[src/hw/mfs_pkg.sv]
// Constants for the MAC flow, frame size and status register group
`default_nettype none
package mfs_pkg;
	// ------------------------------------------------
	// Bus and register map
	// ------------------------------------------------
	localparam int ADDR_W = 5;
	localparam logic [4:0] OFS_JAM_STATUS = 5'h17;
	localparam logic [4:0] OFS_MFS_LOW    = 5'h18;
	localparam logic [4:0] OFS_MFS_HIGH   = 5'h19;
	localparam logic [4:0] OFS_FLOW       = 5'h1a;
	localparam logic [4:0] OFS_MAC_CFG    = 5'h1b;
	// ------------------------------------------------
	// Field positions and reset values
	// ------------------------------------------------
	localparam int JAM_W  = 6;
	localparam int MFS_W  = 11;
	localparam int HWP_W  = 6;
	localparam int BIT_FLOW_EN   = 7;
	localparam int BIT_BP_EN     = 6;
	localparam int BIT_DUPLEX    = 7;
	localparam int BIT_NO_LEAK   = 6;
	localparam int BIT_B2B       = 5;
	localparam int BIT_BIG_END   = 7;
	localparam int BIT_RDMA      = 6;
	localparam int BIT_RD_RDY    = 5;
	localparam int BIT_DEV_RDY   = 4;
	localparam int BIT_SPEED     = 2;
	localparam int BIT_PHY_DUP   = 1;
	localparam int BIT_LINK      = 0;
	localparam logic [5:0]  JAM_RESET  = 6'h19;
	localparam logic [10:0] MFS_RESET  = 11'h600;
	localparam logic [5:0]  HWP_RESET  = 6'h07;
	// Transmit tracking states
	typedef enum logic [0:0] {
		MFS_TX_IDLE = 1'b0,
		MFS_TX_BUSY = 1'b1
	} mfs_tx_e;
endpackage
`default_nettype wire

[src/hw/mfs_status_if.sv]
// Carrier for the device status byte between status builder and registers
`default_nettype none
interface mfs_status_if;
	logic [7:0] status_byte;  // Assembled status, bit 3 zero
	logic       phy_full_dup; // Synchronised PHY duplex
	// Builder drives, register block reads
	modport builder (output status_byte, output phy_full_dup);
	modport user    (input status_byte, input phy_full_dup);
endinterface
`default_nettype wire

[src/hw/mfs_status.sv]
// Device status byte builder with PHY pin synchronisers
`default_nettype none
module mfs_status
	import mfs_pkg::*;
(
	// Clock and reset
	input  wire logic   clock,
	input  wire logic   resetn,
	// PHY pins, asynchronous
	input  wire logic   phy_speed_100,
	input  wire logic   phy_full_duplex,
	input  wire logic   phy_link_up,
	// Same-clock status sources
	input  wire logic   byte_order_nonzero,
	input  wire logic   remote_dma_done,
	input  wire logic   read_port_ready,
	input  wire logic   device_ready,
	// Status out
	mfs_status_if.builder st
);
	// ------------------------------------------------
	// Two-stage synchronisers for the PHY pins
	// ------------------------------------------------
	logic [2:0] sync1_reg; // First stage, read only by the second
	logic [2:0] sync2_reg; // Stable copy
	always_ff @(posedge clock or negedge resetn) begin
		if (!resetn) begin
			sync1_reg <= 3'h0;
			sync2_reg <= 3'h0;
		end else begin
			sync1_reg <= {phy_speed_100, phy_full_duplex, phy_link_up};
			sync2_reg <= sync1_reg;
		end
	end
	// ------------------------------------------------
	// Status byte: pure wiring, so reads have no effect
	// ------------------------------------------------
	always_comb begin
		st.status_byte = 8'h00;                          // Bit 3 stays zero
		st.status_byte[BIT_BIG_END] = byte_order_nonzero;
		st.status_byte[BIT_RDMA]    = remote_dma_done;
		st.status_byte[BIT_RD_RDY]  = read_port_ready;
		st.status_byte[BIT_DEV_RDY] = device_ready;
		st.status_byte[BIT_SPEED]   = sync2_reg[2];
		st.status_byte[BIT_PHY_DUP] = sync2_reg[1];
		st.status_byte[BIT_LINK]    = sync2_reg[0];
	end
	assign st.phy_full_dup = sync2_reg[1];
endmodule
`default_nettype wire

[src/hw/mfs_regs.sv]
// Flow control, frame size and device status registers of the MAC
`default_nettype none
module mfs_regs
	import mfs_pkg::*;
(
	// Clock and reset
	input  wire logic                      clock,
	input  wire logic                      resetn,
	// Host register port, same clock
	input  wire logic [mfs_pkg::ADDR_W-1:0] host_addr,
	input  wire logic [7:0]                host_wdata,
	input  wire logic                      host_cs,
	input  wire logic                      host_wr,
	input  wire logic                      host_rd,
	output logic [7:0]                     host_rdata,
	// PHY pins, asynchronous
	input  wire logic                      phy_speed_100,
	input  wire logic                      phy_full_duplex,
	input  wire logic                      phy_link_up,
	// Device state, same clock
	input  wire logic [7:0]                byte_order_value,
	input  wire logic                      remote_dma_done,
	input  wire logic                      read_port_ready,
	input  wire logic                      power_saving,
	input  wire logic                      eeprom_loading,
	input  wire logic                      tx_config_duplex,
	input  wire logic                      internal_phy_sel,
	// Transmit handshake
	input  wire logic                      tx_request,
	input  wire logic                      tx_done,
	output logic                           tx_accept,
	// Settings to the MAC
	output logic [mfs_pkg::JAM_W-1:0]      jam_limit_count,
	output logic [mfs_pkg::MFS_W-1:0]      max_frame_size,
	output logic                           flow_control_enable,
	output logic                           back_pressure_active,
	output logic [mfs_pkg::HWP_W-1:0]      high_water_pages,
	output logic                           mac_full_duplex,
	output logic                           leakage_enable,
	output logic                           back_to_back_tx_control,
	output logic                           device_ready
);
	import mfs_pkg::*;

	// ------------------------------------------------
	// Decode
	// ------------------------------------------------
	logic wr_hit; // Write strobe this cycle
	logic rd_hit; // Read strobe this cycle
	assign wr_hit = host_cs & host_wr;
	assign rd_hit = host_cs & host_rd;

	// ------------------------------------------------
	// Storage
	// ------------------------------------------------
	logic [JAM_W-1:0] jam_reg;     // Jam limit count
	logic [MFS_W-1:0] mfs_reg;     // Max frame size
	logic             flow_en_reg; // Flow control enable
	logic             bp_en_reg;   // Half-duplex back pressure
	logic [HWP_W-1:0] hwp_reg;     // High-water pages
	logic             dup_wr_reg;  // Written duplex bit
	logic             no_leak_reg; // Leakage off when set
	logic             b2b_reg;     // Back-to-back transmit
	logic             ready_reg;   // Device ready
	logic [7:0]       rdata_reg;   // Read data
	mfs_tx_e          tx_reg;      // Transmit in flight

	// Status byte from the builder
	mfs_status_if st ();

	mfs_status u_status (
		.clock              (clock),
		.resetn             (resetn),
		.phy_speed_100      (phy_speed_100),
		.phy_full_duplex    (phy_full_duplex),
		.phy_link_up        (phy_link_up),
		.byte_order_nonzero (|byte_order_value),
		.remote_dma_done    (remote_dma_done),
		.read_port_ready    (read_port_ready),
		.device_ready       (ready_reg),
		.st                 (st.builder)
	);

	// ------------------------------------------------
	// Jam limit: write only, shares offset with status
	// ------------------------------------------------
	always_ff @(posedge clock or negedge resetn) begin
		if (!resetn) begin
			jam_reg <= JAM_RESET;
		end else if (wr_hit && host_addr == OFS_JAM_STATUS) begin
			// Upper two bits are dropped; status is not writable
			jam_reg <= host_wdata[JAM_W-1:0];
		end
	end

	// ------------------------------------------------
	// Max frame size, split low and high
	// ------------------------------------------------
	always_ff @(posedge clock or negedge resetn) begin
		if (!resetn) begin
			mfs_reg <= MFS_RESET;
		end else if (wr_hit && host_addr == OFS_MFS_LOW) begin
			mfs_reg[7:0] <= host_wdata;
		end else if (wr_hit && host_addr == OFS_MFS_HIGH) begin
			// Only three bits exist above the low byte
			mfs_reg[10:8] <= host_wdata[2:0];
		end
	end

	// ------------------------------------------------
	// Flow control register
	// ------------------------------------------------
	always_ff @(posedge clock or negedge resetn) begin
		if (!resetn) begin
			flow_en_reg <= 1'b0;
			bp_en_reg   <= 1'b0;
			hwp_reg     <= HWP_RESET;
		end else if (wr_hit && host_addr == OFS_FLOW) begin
			flow_en_reg <= host_wdata[BIT_FLOW_EN];
			bp_en_reg   <= host_wdata[BIT_BP_EN];
			hwp_reg     <= host_wdata[HWP_W-1:0];
		end
	end

	// ------------------------------------------------
	// MAC configuration: duplex, leakage, back-to-back
	// ------------------------------------------------
	always_ff @(posedge clock or negedge resetn) begin
		if (!resetn) begin
			dup_wr_reg  <= 1'b0;
			no_leak_reg <= 1'b0; // Leakage allowed by default
			b2b_reg     <= 1'b0;
		end else if (wr_hit && host_addr == OFS_MAC_CFG) begin
			dup_wr_reg  <= host_wdata[BIT_DUPLEX];
			no_leak_reg <= host_wdata[BIT_NO_LEAK];
			b2b_reg     <= host_wdata[BIT_B2B];
		end
	end

	// ------------------------------------------------
	// Effective duplex
	// ------------------------------------------------
	// With the internal PHY the negotiated mode rules and both
	// software bits are ignored; otherwise either bit forces full.
	always_comb begin
		if (internal_phy_sel) begin
			mac_full_duplex = st.phy_full_dup;
		end else begin
			mac_full_duplex = dup_wr_reg | tx_config_duplex;
		end
	end

	// ------------------------------------------------
	// Device ready: low in reset, power save, EEPROM load
	// ------------------------------------------------
	always_ff @(posedge clock or negedge resetn) begin
		if (!resetn) begin
			ready_reg <= 1'b0;
		end else begin
			ready_reg <= ~power_saving & ~eeprom_loading;
		end
	end

	// ------------------------------------------------
	// Transmit tracking for back-to-back control
	// ------------------------------------------------
	// Without back-to-back a second request waits for tx_done;
	// a done in the same cycle as a request frees the slot.
	always_comb begin
		tx_accept = tx_request & (b2b_reg | tx_reg == MFS_TX_IDLE | tx_done);
	end

	always_ff @(posedge clock or negedge resetn) begin
		if (!resetn) begin
			tx_reg <= MFS_TX_IDLE;
		end else begin
			case (tx_reg)
				MFS_TX_IDLE: begin
					if (tx_accept) begin
						tx_reg <= MFS_TX_BUSY;
					end
				end
				MFS_TX_BUSY: begin
					// New acceptance wins over a done
					if (tx_done && !tx_accept) begin
						tx_reg <= MFS_TX_IDLE;
					end
				end
				default: begin
					tx_reg <= MFS_TX_IDLE;
				end
			endcase
		end
	end

	// ------------------------------------------------
	// Read path: one cycle after the strobe, no side effects
	// ------------------------------------------------
	always_ff @(posedge clock or negedge resetn) begin
		if (!resetn) begin
			rdata_reg <= 8'h00;
		end else if (rd_hit) begin
			case (host_addr)
				OFS_JAM_STATUS: begin
					rdata_reg <= st.status_byte;
				end
				OFS_MFS_LOW: begin
					rdata_reg <= mfs_reg[7:0];
				end
				OFS_MFS_HIGH: begin
					rdata_reg <= {5'h00, mfs_reg[10:8]};
				end
				OFS_FLOW: begin
					rdata_reg <= {flow_en_reg, bp_en_reg, hwp_reg};
				end
				OFS_MAC_CFG: begin
					// Reads show the duplex actually in force
					rdata_reg <= {mac_full_duplex, no_leak_reg, b2b_reg, 5'h00};
				end
				default: begin
					rdata_reg <= 8'h00; // Unmapped reads return zero
				end
			endcase
		end
	end

	// ------------------------------------------------
	// Outputs
	// ------------------------------------------------
	assign host_rdata              = rdata_reg;
	assign jam_limit_count         = jam_reg;
	assign max_frame_size          = mfs_reg;
	assign flow_control_enable     = flow_en_reg;
	assign high_water_pages        = hwp_reg;
	assign back_to_back_tx_control = b2b_reg;
	assign device_ready            = ready_reg;
	// Back pressure only counts in half duplex
	assign back_pressure_active = bp_en_reg & ~mac_full_duplex;
	// Leakage after jam_limit_count collisions when not disabled
	assign leakage_enable = ~no_leak_reg;

	// ------------------------------------------------
	// Assertions
	// ------------------------------------------------
	a_jam_write: assert property (@(posedge clock) disable iff (!resetn)
		(wr_hit && host_addr == OFS_JAM_STATUS)
		|=> jam_limit_count == $past(host_wdata[5:0]))
		else $error("jam limit not written");

	a_status_bits: assert property (@(posedge clock) disable iff (!resetn)
		rd_hit && host_addr == OFS_JAM_STATUS
		|=> host_rdata[3] == 1'b0 && host_rdata[4] == $past(ready_reg))
		else $error("status bit 3 or 4 wrong");

	a_big_endian: assert property (@(posedge clock) disable iff (!resetn)
		rd_hit && host_addr == OFS_JAM_STATUS
		|=> host_rdata[7] == ($past(byte_order_value) != 8'h00))
		else $error("byte order bit wrong");

	a_dma_mirror: assert property (@(posedge clock) disable iff (!resetn)
		rd_hit && host_addr == OFS_JAM_STATUS
		|=> host_rdata[6] == $past(remote_dma_done)
		&& host_rdata[5] == $past(read_port_ready))
		else $error("dma or port bit wrong");

	a_ready_busy: assert property (@(posedge clock) disable iff (!resetn)
		(power_saving || eeprom_loading) |=> !device_ready)
		else $error("ready while busy");

	a_frame_high: assert property (@(posedge clock) disable iff (!resetn)
		wr_hit && host_addr == OFS_MFS_HIGH
		|=> max_frame_size[10:8] == $past(host_wdata[2:0])
		&& $stable(max_frame_size[7:0]))
		else $error("frame size high wrong");

	a_bp_full_dup: assert property (@(posedge clock) disable iff (!resetn)
		mac_full_duplex |-> !back_pressure_active)
		else $error("back pressure in full duplex");

	a_flow_write: assert property (@(posedge clock) disable iff (!resetn)
		wr_hit && host_addr == OFS_FLOW
		|=> flow_control_enable == $past(host_wdata[7])
		&& high_water_pages == $past(host_wdata[5:0]))
		else $error("flow control not written");

	a_dup_ext: assert property (@(posedge clock) disable iff (!resetn)
		!internal_phy_sel |-> mac_full_duplex == (dup_wr_reg | tx_config_duplex))
		else $error("external duplex OR wrong");

	a_dup_int: assert property (@(posedge clock) disable iff (!resetn)
		internal_phy_sel && $past(resetn) && $past(resetn, 2)
		|-> mac_full_duplex == $past(phy_full_duplex, 2))
		else $error("internal duplex wrong");

	a_tx_hold: assert property (@(posedge clock) disable iff (!resetn)
		tx_request && !back_to_back_tx_control && tx_reg == MFS_TX_BUSY && !tx_done
		|-> !tx_accept)
		else $error("transmit accepted while busy");

	a_status_ro: assert property (@(posedge clock) disable iff (!resetn)
		wr_hit && host_addr == OFS_JAM_STATUS
		|=> $stable(max_frame_size) && $stable(flow_control_enable)
		&& $stable(high_water_pages) && $stable(back_to_back_tx_control))
		else $error("other registers disturbed by jam write");

	// Low byte write must not touch the three high bits
	a_frame_low: assert property (@(posedge clock) disable iff (!resetn)
		wr_hit && host_addr == OFS_MFS_LOW
		|=> max_frame_size[7:0] == $past(host_wdata)
		&& $stable(max_frame_size[10:8]))
		else $error("frame size low wrong");

	// Written leakage select shows inverted on the leakage output
	a_leak_write: assert property (@(posedge clock) disable iff (!resetn)
		wr_hit && host_addr == OFS_MAC_CFG
		|=> leakage_enable == !$past(host_wdata[BIT_NO_LEAK]))
		else $error("leakage select not written");

	// Config reads return the duplex in force, unused bits zero
	a_cfg_read: assert property (@(posedge clock) disable iff (!resetn)
		rd_hit && host_addr == OFS_MAC_CFG
		|=> host_rdata == {$past(mac_full_duplex), !$past(leakage_enable),
		$past(back_to_back_tx_control), 5'h00})
		else $error("config read wrong");

	// Flow control reads return all three fields
	a_flow_read: assert property (@(posedge clock) disable iff (!resetn)
		rd_hit && host_addr == OFS_FLOW
		|=> host_rdata == {$past(flow_control_enable), $past(bp_en_reg),
		$past(high_water_pages)})
		else $error("flow control read wrong");

	// Ready returns one cycle after the busy sources clear
	a_ready_up: assert property (@(posedge clock) disable iff (!resetn)
		!power_saving && !eeprom_loading |=> device_ready)
		else $error("ready not restored");

	// Read data only moves on a read strobe
	a_rdata_hold: assert property (@(posedge clock) disable iff (!resetn)
		!rd_hit |=> $stable(host_rdata))
		else $error("read data changed without a read");

	c_b2b_tx: cover property (@(posedge clock) disable iff (!resetn)
		tx_accept && back_to_back_tx_control && tx_reg == MFS_TX_BUSY);
	c_status_rd: cover property (@(posedge clock) disable iff (!resetn)
		rd_hit && host_addr == OFS_JAM_STATUS ##1 host_rdata[4]);
	c_bp_active: cover property (@(posedge clock) disable iff (!resetn)
		back_pressure_active);
	c_cfg_full: cover property (@(posedge clock) disable iff (!resetn)
		rd_hit && host_addr == OFS_MAC_CFG ##1 host_rdata[7]);
	c_int_phy: cover property (@(posedge clock) disable iff (!resetn)
		internal_phy_sel && tx_config_duplex && !mac_full_duplex);
endmodule
`default_nettype wire

[config.mk]
export PLATFORM = sky130hd
export DESIGN_NAME = mfs_regs
export DESIGN_NICKNAME = d
export VERILOG_FILES = /design/src/hw/mfs_pkg.sv /design/src/hw/mfs_status_if.sv /design/src/hw/mfs_status.sv /design/src/hw/mfs_regs.sv
export SDC_FILE = /design/constraint.sdc
export NUM_CORES = 1
export LEC_CHECK = 0
export BUFFER_PORTS_ARGS = -buffer_cell sky130_fd_sc_hd__buf_2
export CORE_MARGIN = 4
export CORE_UTILIZATION = 52
export CTS_BUF_LIST = sky130_fd_sc_hd__clkbuf_16
export CTS_CLUSTER_DIAMETER = 50
export DETAILED_ROUTE_END_ITERATION = 8
export HOLD_SLACK_MARGIN = 0.03
export PLACE_DENSITY = 0.84
export REMOVE_ABC_BUFFERS = 1
export SLEW_MARGIN = 25
export SYNTH_ARGS = -nofsm -noshare
export SYNTH_HDL_FRONTEND = slang
export SYNTH_HIERARCHICAL = 1
export SYNTH_SLANG_ARGS = --single-unit
export TNS_END_PERCENT = 50
[constraint.sdc]
create_clock -name clock -period 1.95 [get_ports clock]
set_clock_uncertainty 0.15 [all_clocks]
set_input_delay 0 -clock clock [delete_from_list [all_inputs] [get_ports clock]]
set_output_delay 0 -clock clock [all_outputs]
set_load 0.01 [all_outputs]
**Word level (Yosys, flattened, before mapping)**

Index checks and enable logic that the tools add are counted.

- Register bits after elaboration: 44
- Bits of input ports: 37

- Eq/ne operators: 5
- Muxes and demuxes: 5
- Bitwise gates (word level): 14
- Reduce and logical (&&, ||, !) cells: 9

Operators with widths:

| operator | count |
|---|---|
| $pmux W8 S5 | 1 |
| $eq A5 B5 Y1 const B | 5 |
| $reduce_or A8 Y1 | 1 |
| $logic_and A1 B1 Y1 | 6 |
| $not A1 Y1 | 6 |
| $and A1 B1 Y1 | 5 |
| $mux W1 | 3 |
| $or A1 B1 Y1 | 3 |
| $pmux W1 S2 | 1 |
| $reduce_and A2 Y1 | 1 |
| $logic_not A1 Y1 | 1 |

**Longest topological paths before layout**

- Depth after elaboration: 8
- Depth in mapped cells: 6
- Depth with buffers taken out: 4

**Modules after synthesis**

The synthesis kept the hierarchy.

Modules (own cells, without submodules):

| module | instances | cells each | area each (um2) | sequential area each (um2) |
|---|---|---|---|---|
| mfs_regs | 1 | 135 | 1783.0 | 960.9 |
| mfs_status | 1 | 13 | 198.9 | 150.1 |

**Worst setup path after synthesis**

Ideal clock, no wire load.

- Kind: input-to-reg
- Start point: in host_addr[0] (netlist bit)
- End point: reg jam_reg[1] (netlist: jam_limit_count[1])
- Library setup time: 0.125 ns
- Arrival: 1.158 ns
- Required time: 1.675 ns
- Setup slack: 0.517 ns
- Stages: 6
- Cell sequence: buf_4 > nand2_2 > nor3_4 > and3_1 > buf_4 > mux2_2

- Longest elaborated chain between the ends: 2

RTL lines:

| what | RTL line | RTL |
|---|---|---|
| start: declaration | mfs_regs.sv:10 | `input wire logic [mfs_pkg::ADDR_W-1:0] host_addr,` |
| $eq A5 B5 Y1 | mfs_regs.sv:90 | `end else if (wr_hit && host_addr == OFS_JAM_STATUS) begin` |
| $logic_and A1 B1 Y1 | mfs_regs.sv:90 |  |
| end signal: assignment | mfs_regs.sv:92 | `jam_reg <= host_wdata[JAM_W-1:0];` |
| end: declaration | mfs_regs.sv:56 | `logic [JAM_W-1:0] jam_reg;` |

No other way between the ends.
A chain may end at the register's enable or synchronous reset.

**Final worst setup path**

- Start point: in byte_order_value[2]
- End point: reg rdata_reg[7] (netlist: host_rdata[7])

- Longest elaborated chain between the ends: 2

RTL lines:

| what | RTL line | RTL |
|---|---|---|
| start: declaration | mfs_regs.sv:21 | `input wire logic [7:0] byte_order_value,` |
| $reduce_or A8 Y1 | mfs_regs.sv:77 | `.byte_order_nonzero (\|byte_order_value),` |
| $pmux W8 S5 | mfs_regs.sv:203 | `case (host_addr)` |
| end signal: assignment | mfs_regs.sv:205 | `rdata_reg <= st.status_byte;` |
| end signal: assignment | mfs_regs.sv:208 | `rdata_reg <= mfs_reg[7:0];` |
| end signal: assignment | mfs_regs.sv:211 | `rdata_reg <= {5'h00, mfs_reg[10:8]};` |
| end: declaration | mfs_regs.sv:65 | `logic [7:0] rdata_reg;` |

No other way between the ends.

==> reports/qor.yml <==
status:
  run_status: "finished clean"
placement:
  io_buffer_count: 74
  routabilityCongestion: 0.843
  post-place-cells: 264
  dp_slack_ns: 0.305
  hpwl_mm: 3.38
floorplanning:
  die_h_um: 69.7
  floorplan.initialDensity_pct: 54.1
  chipWidth_um: 69.7
  fp-row-count: 22
  fp.dieArea_um2: 4860
  core_region_area_um2: 3660
  design.portCount: 75
sta:
  worst_case_headroom_to_the_max_slew_limit_pct: 59.9
  timing.setup.tns_ns: 0
  final.min_clock_period_ns: 1.60
  setup_viol: 0
  final-max-slew-violation-count: 0
  final_cycle_share_pct: 81.9
  slew_at_the_pin_with_the_worst_max_slew_slack_ns: 0.601
  final_critical_path_setup_slack_ns: 0.353
  grt_setup_unrepaired: "false"
  achievable-frequency_mhz: 626
  final_hold_viol_count: 0
global_route:
  grt.met1_usage_pct: 27.0
  grt-ovfl-total: 0
  grt_pass1_vias: 1645
  grt_util_met2_pct: 34.2
  grt_antenna_before_repair: 0
  global_route.usage.met3_pct: 7.54
  grtUsageTotal_pct: 21.8
  grt_first_pass_wirelength_mm: 8.22
  pin_count_of_the_biggest_net_entering_global_routing: 28
  grt.busiest_layer: "met2"
min_path:
  min_delay_worst_endpoint: "host_rdata[3]"
  hp-class: "primary input to register"
  min_delay_path_depth: 4
  hold_path_startpoint: "host_addr[2]"
setup_path:
  critical_path_required_ns: 1.96
  startpoint_to_endpoint_class_of_the_critical_path: "primary input to register"
  worst_setup_path_end_kind: "register"
  reg2reg_slack_ns: 0.52
  critPathLaunchType: "primary input"
  reg2regPathDepth: 3
  critical_path.startpoint: "byte_order_value[2]"
  critical_path.max_fanout: 1
  cp.arrival_ns: 1.61
  worst_r2r_endpoint: "host_rdata[1]"
  crit-reg2reg-launch: "max_frame_size[1]"
cells_and_area:
  finalNonFillerCells: 294
  post_route_cells_drive_above_1_share_pct: 54.5
  filler_cell_count: 239
  largest_register_ffs: 11
  finish.net_count: 282
  area.growth.synth_to_final_pct: 39.3
  antenna_cells: 0
detailed_routing:
  firstDrtPassIters: 4
  drt-vias-per-instance: 5.37
  detail_route.wirelength_mm: 4.96
  via_count: 1578
  detailedRoute.firstIterationViolations: 92
  drt_drc_violations_left: 0
  route.detailed.wl_per_inst_um: 16.9
  antenna_left: 0
synthesis:
  synth.lib_cells_used.distinct: 34
  syn_inst: 148
  synth-edff-count: 0
  synth_warnings: 6
  synth.avg_cell_area_um2: 13.4
  synth_largest_type_area_fraction_pct: 45.5
  netlist_area_um2: 1980
  ys_ff_latch: 44
  synthTopCellsByCount: "36 x dfrtp_1, 35 x mux2_2, 9 x nor2_1, 8 x buf_4, 8 x dfstp_2"
  post_synth_main_area_contributors: "dfrtp_1 45%, mux2_2 20%, dfstp_2 11%"
  synth_largest_area_cell: "dfrtp_1"
  post-synth-top-count-cell: "dfrtp_1"
  synth.yosys.seq_area_share_pct: 56.1
  ys.flop_type: "dfrtp_1"
  postSynth.asyncResetShare_pct: 100
clock_network:
  cts.repair_timing.setup_buffer_count: 0
  clk-insertion-delay-late_ns: 0.28
  cts_tree: "done"
  path_clk_slew_ns: 0.06
  cts-root-buf: "clkbuf_16"
  clock_sink_count: 44
  cts_made_buffers: 5
  cts_h_tree_lvls: 2
  clockBufferDepth: 2
pwr:
  power_per_cell_area_nw_per_um2: 880
  p_leak_nw: 1.39
  peakVddDrop_v: 0.000710
flow_run:
  maxCapViolCount: 0
==> power breakdown <==
part / internal, mW / switching, mW / total, mW
logic: 0.211 / 0.189 / 0.400
registers: 1.03 / 0.0631 / 1.09
clock network: 0.602 / 0.339 / 0.940
==> placed cells by master, fill, tap and decap left out, types with 3 or more instances in the layout <==
| master | n |
|---|---|
| clkbuf_16 | 5 |
| nor2_1 | 9 |
| dfstp_2 | 8 |
| nand3_1 | 3 |
| nand2_1 | 7 |
| a221o_1 | 3 |
| buf_4 | 4 |
| mux2_2 | 35 |
| dlygate4sd3_1 | 22 |
| a32o_1 | 3 |
| dfrtp_1 | 36 |
| nand2b_1 | 3 |
| buf_2 | 74 |
| inv_1 | 3 |
==> per-stage QoR <==
stage	hold WS, ns	total power [mW]	instance area (um2)	util (%)
4_1_cts	0.0809	2.44	2760	75.4
5_1_grt	0.134	2.53	2760	75.4
3_5_place_dp	-0.114	1.47	2370	64.8
6_report	0.0889	2.43	2760	75.4
2_1_floorplan	-0.446	1.27	1910	-
3_3_place_gp	-0.119	1.46	2370	64.8
==> final cells by class <==
| class | count | area (um2) | share of cell area [%] |
|---|---|---|---|
| Clock buffer | 5 | 125 | 4.53 |
| Clock inverter | 3 | 42.5 | 1.54 |
| Inverter | 3 | 11.3 | 0.408 |
| Multi-Input combinational cell | 91 | 791 | 28.6 |
| Sequential cell | 44 | 1110 | 40.2 |
| Tap cell | 48 | 60.1 | 2.17 |
| Timing Repair Buffer | 100 | 621 | 22.5 |
==> worst max-delay path, stage by stage <==
cell	delay, ns
dlygate4sd3_1	0.53
buf_2	0.12
nor4_1	0.16
dlygate4sd3_1	0.59
nand2_1	0.06
nand3_1	0.06
nand4b_1	0.08
==> worst max path at each step <==
stage	endpoint	slack (ns)	cells past startpoint
2_1_floorplan	host_rdata[1]	0.57	3
3_3_place_gp	flow_control_enable	0.31	5
3_5_place_dp	bp_en_reg	0.30	5
4_1_cts	host_rdata[7]	0.40	7
5_1_grt	host_rdata[7]	0.25	7
6_report	host_rdata[7]	0.35	7
==> metal layers <==
metal	part of all wire (%)	vias up
met2	48	79
li1	-	738
met4	2.8	0
met3	8.8	16
met1	40	745
met5	0	-
==> what timing repair did <==
action | 4_1_cts | 5_1_grt
hold endpoints to repair | 74 | 0
hold buffers | 22 | 0
gates resized for setup | 0 | 0
==> cell families after synthesis <==
family          Yosys count  synth area share (%)
flops                    44                  56.1
simple gates             39                  12.8
mux                      35                  19.9
compound gates           16                  7.01
buf+inv                  13                  4.04
other cells               1                 0.189
No activity file was read; power rests on OpenSTA's default activity.
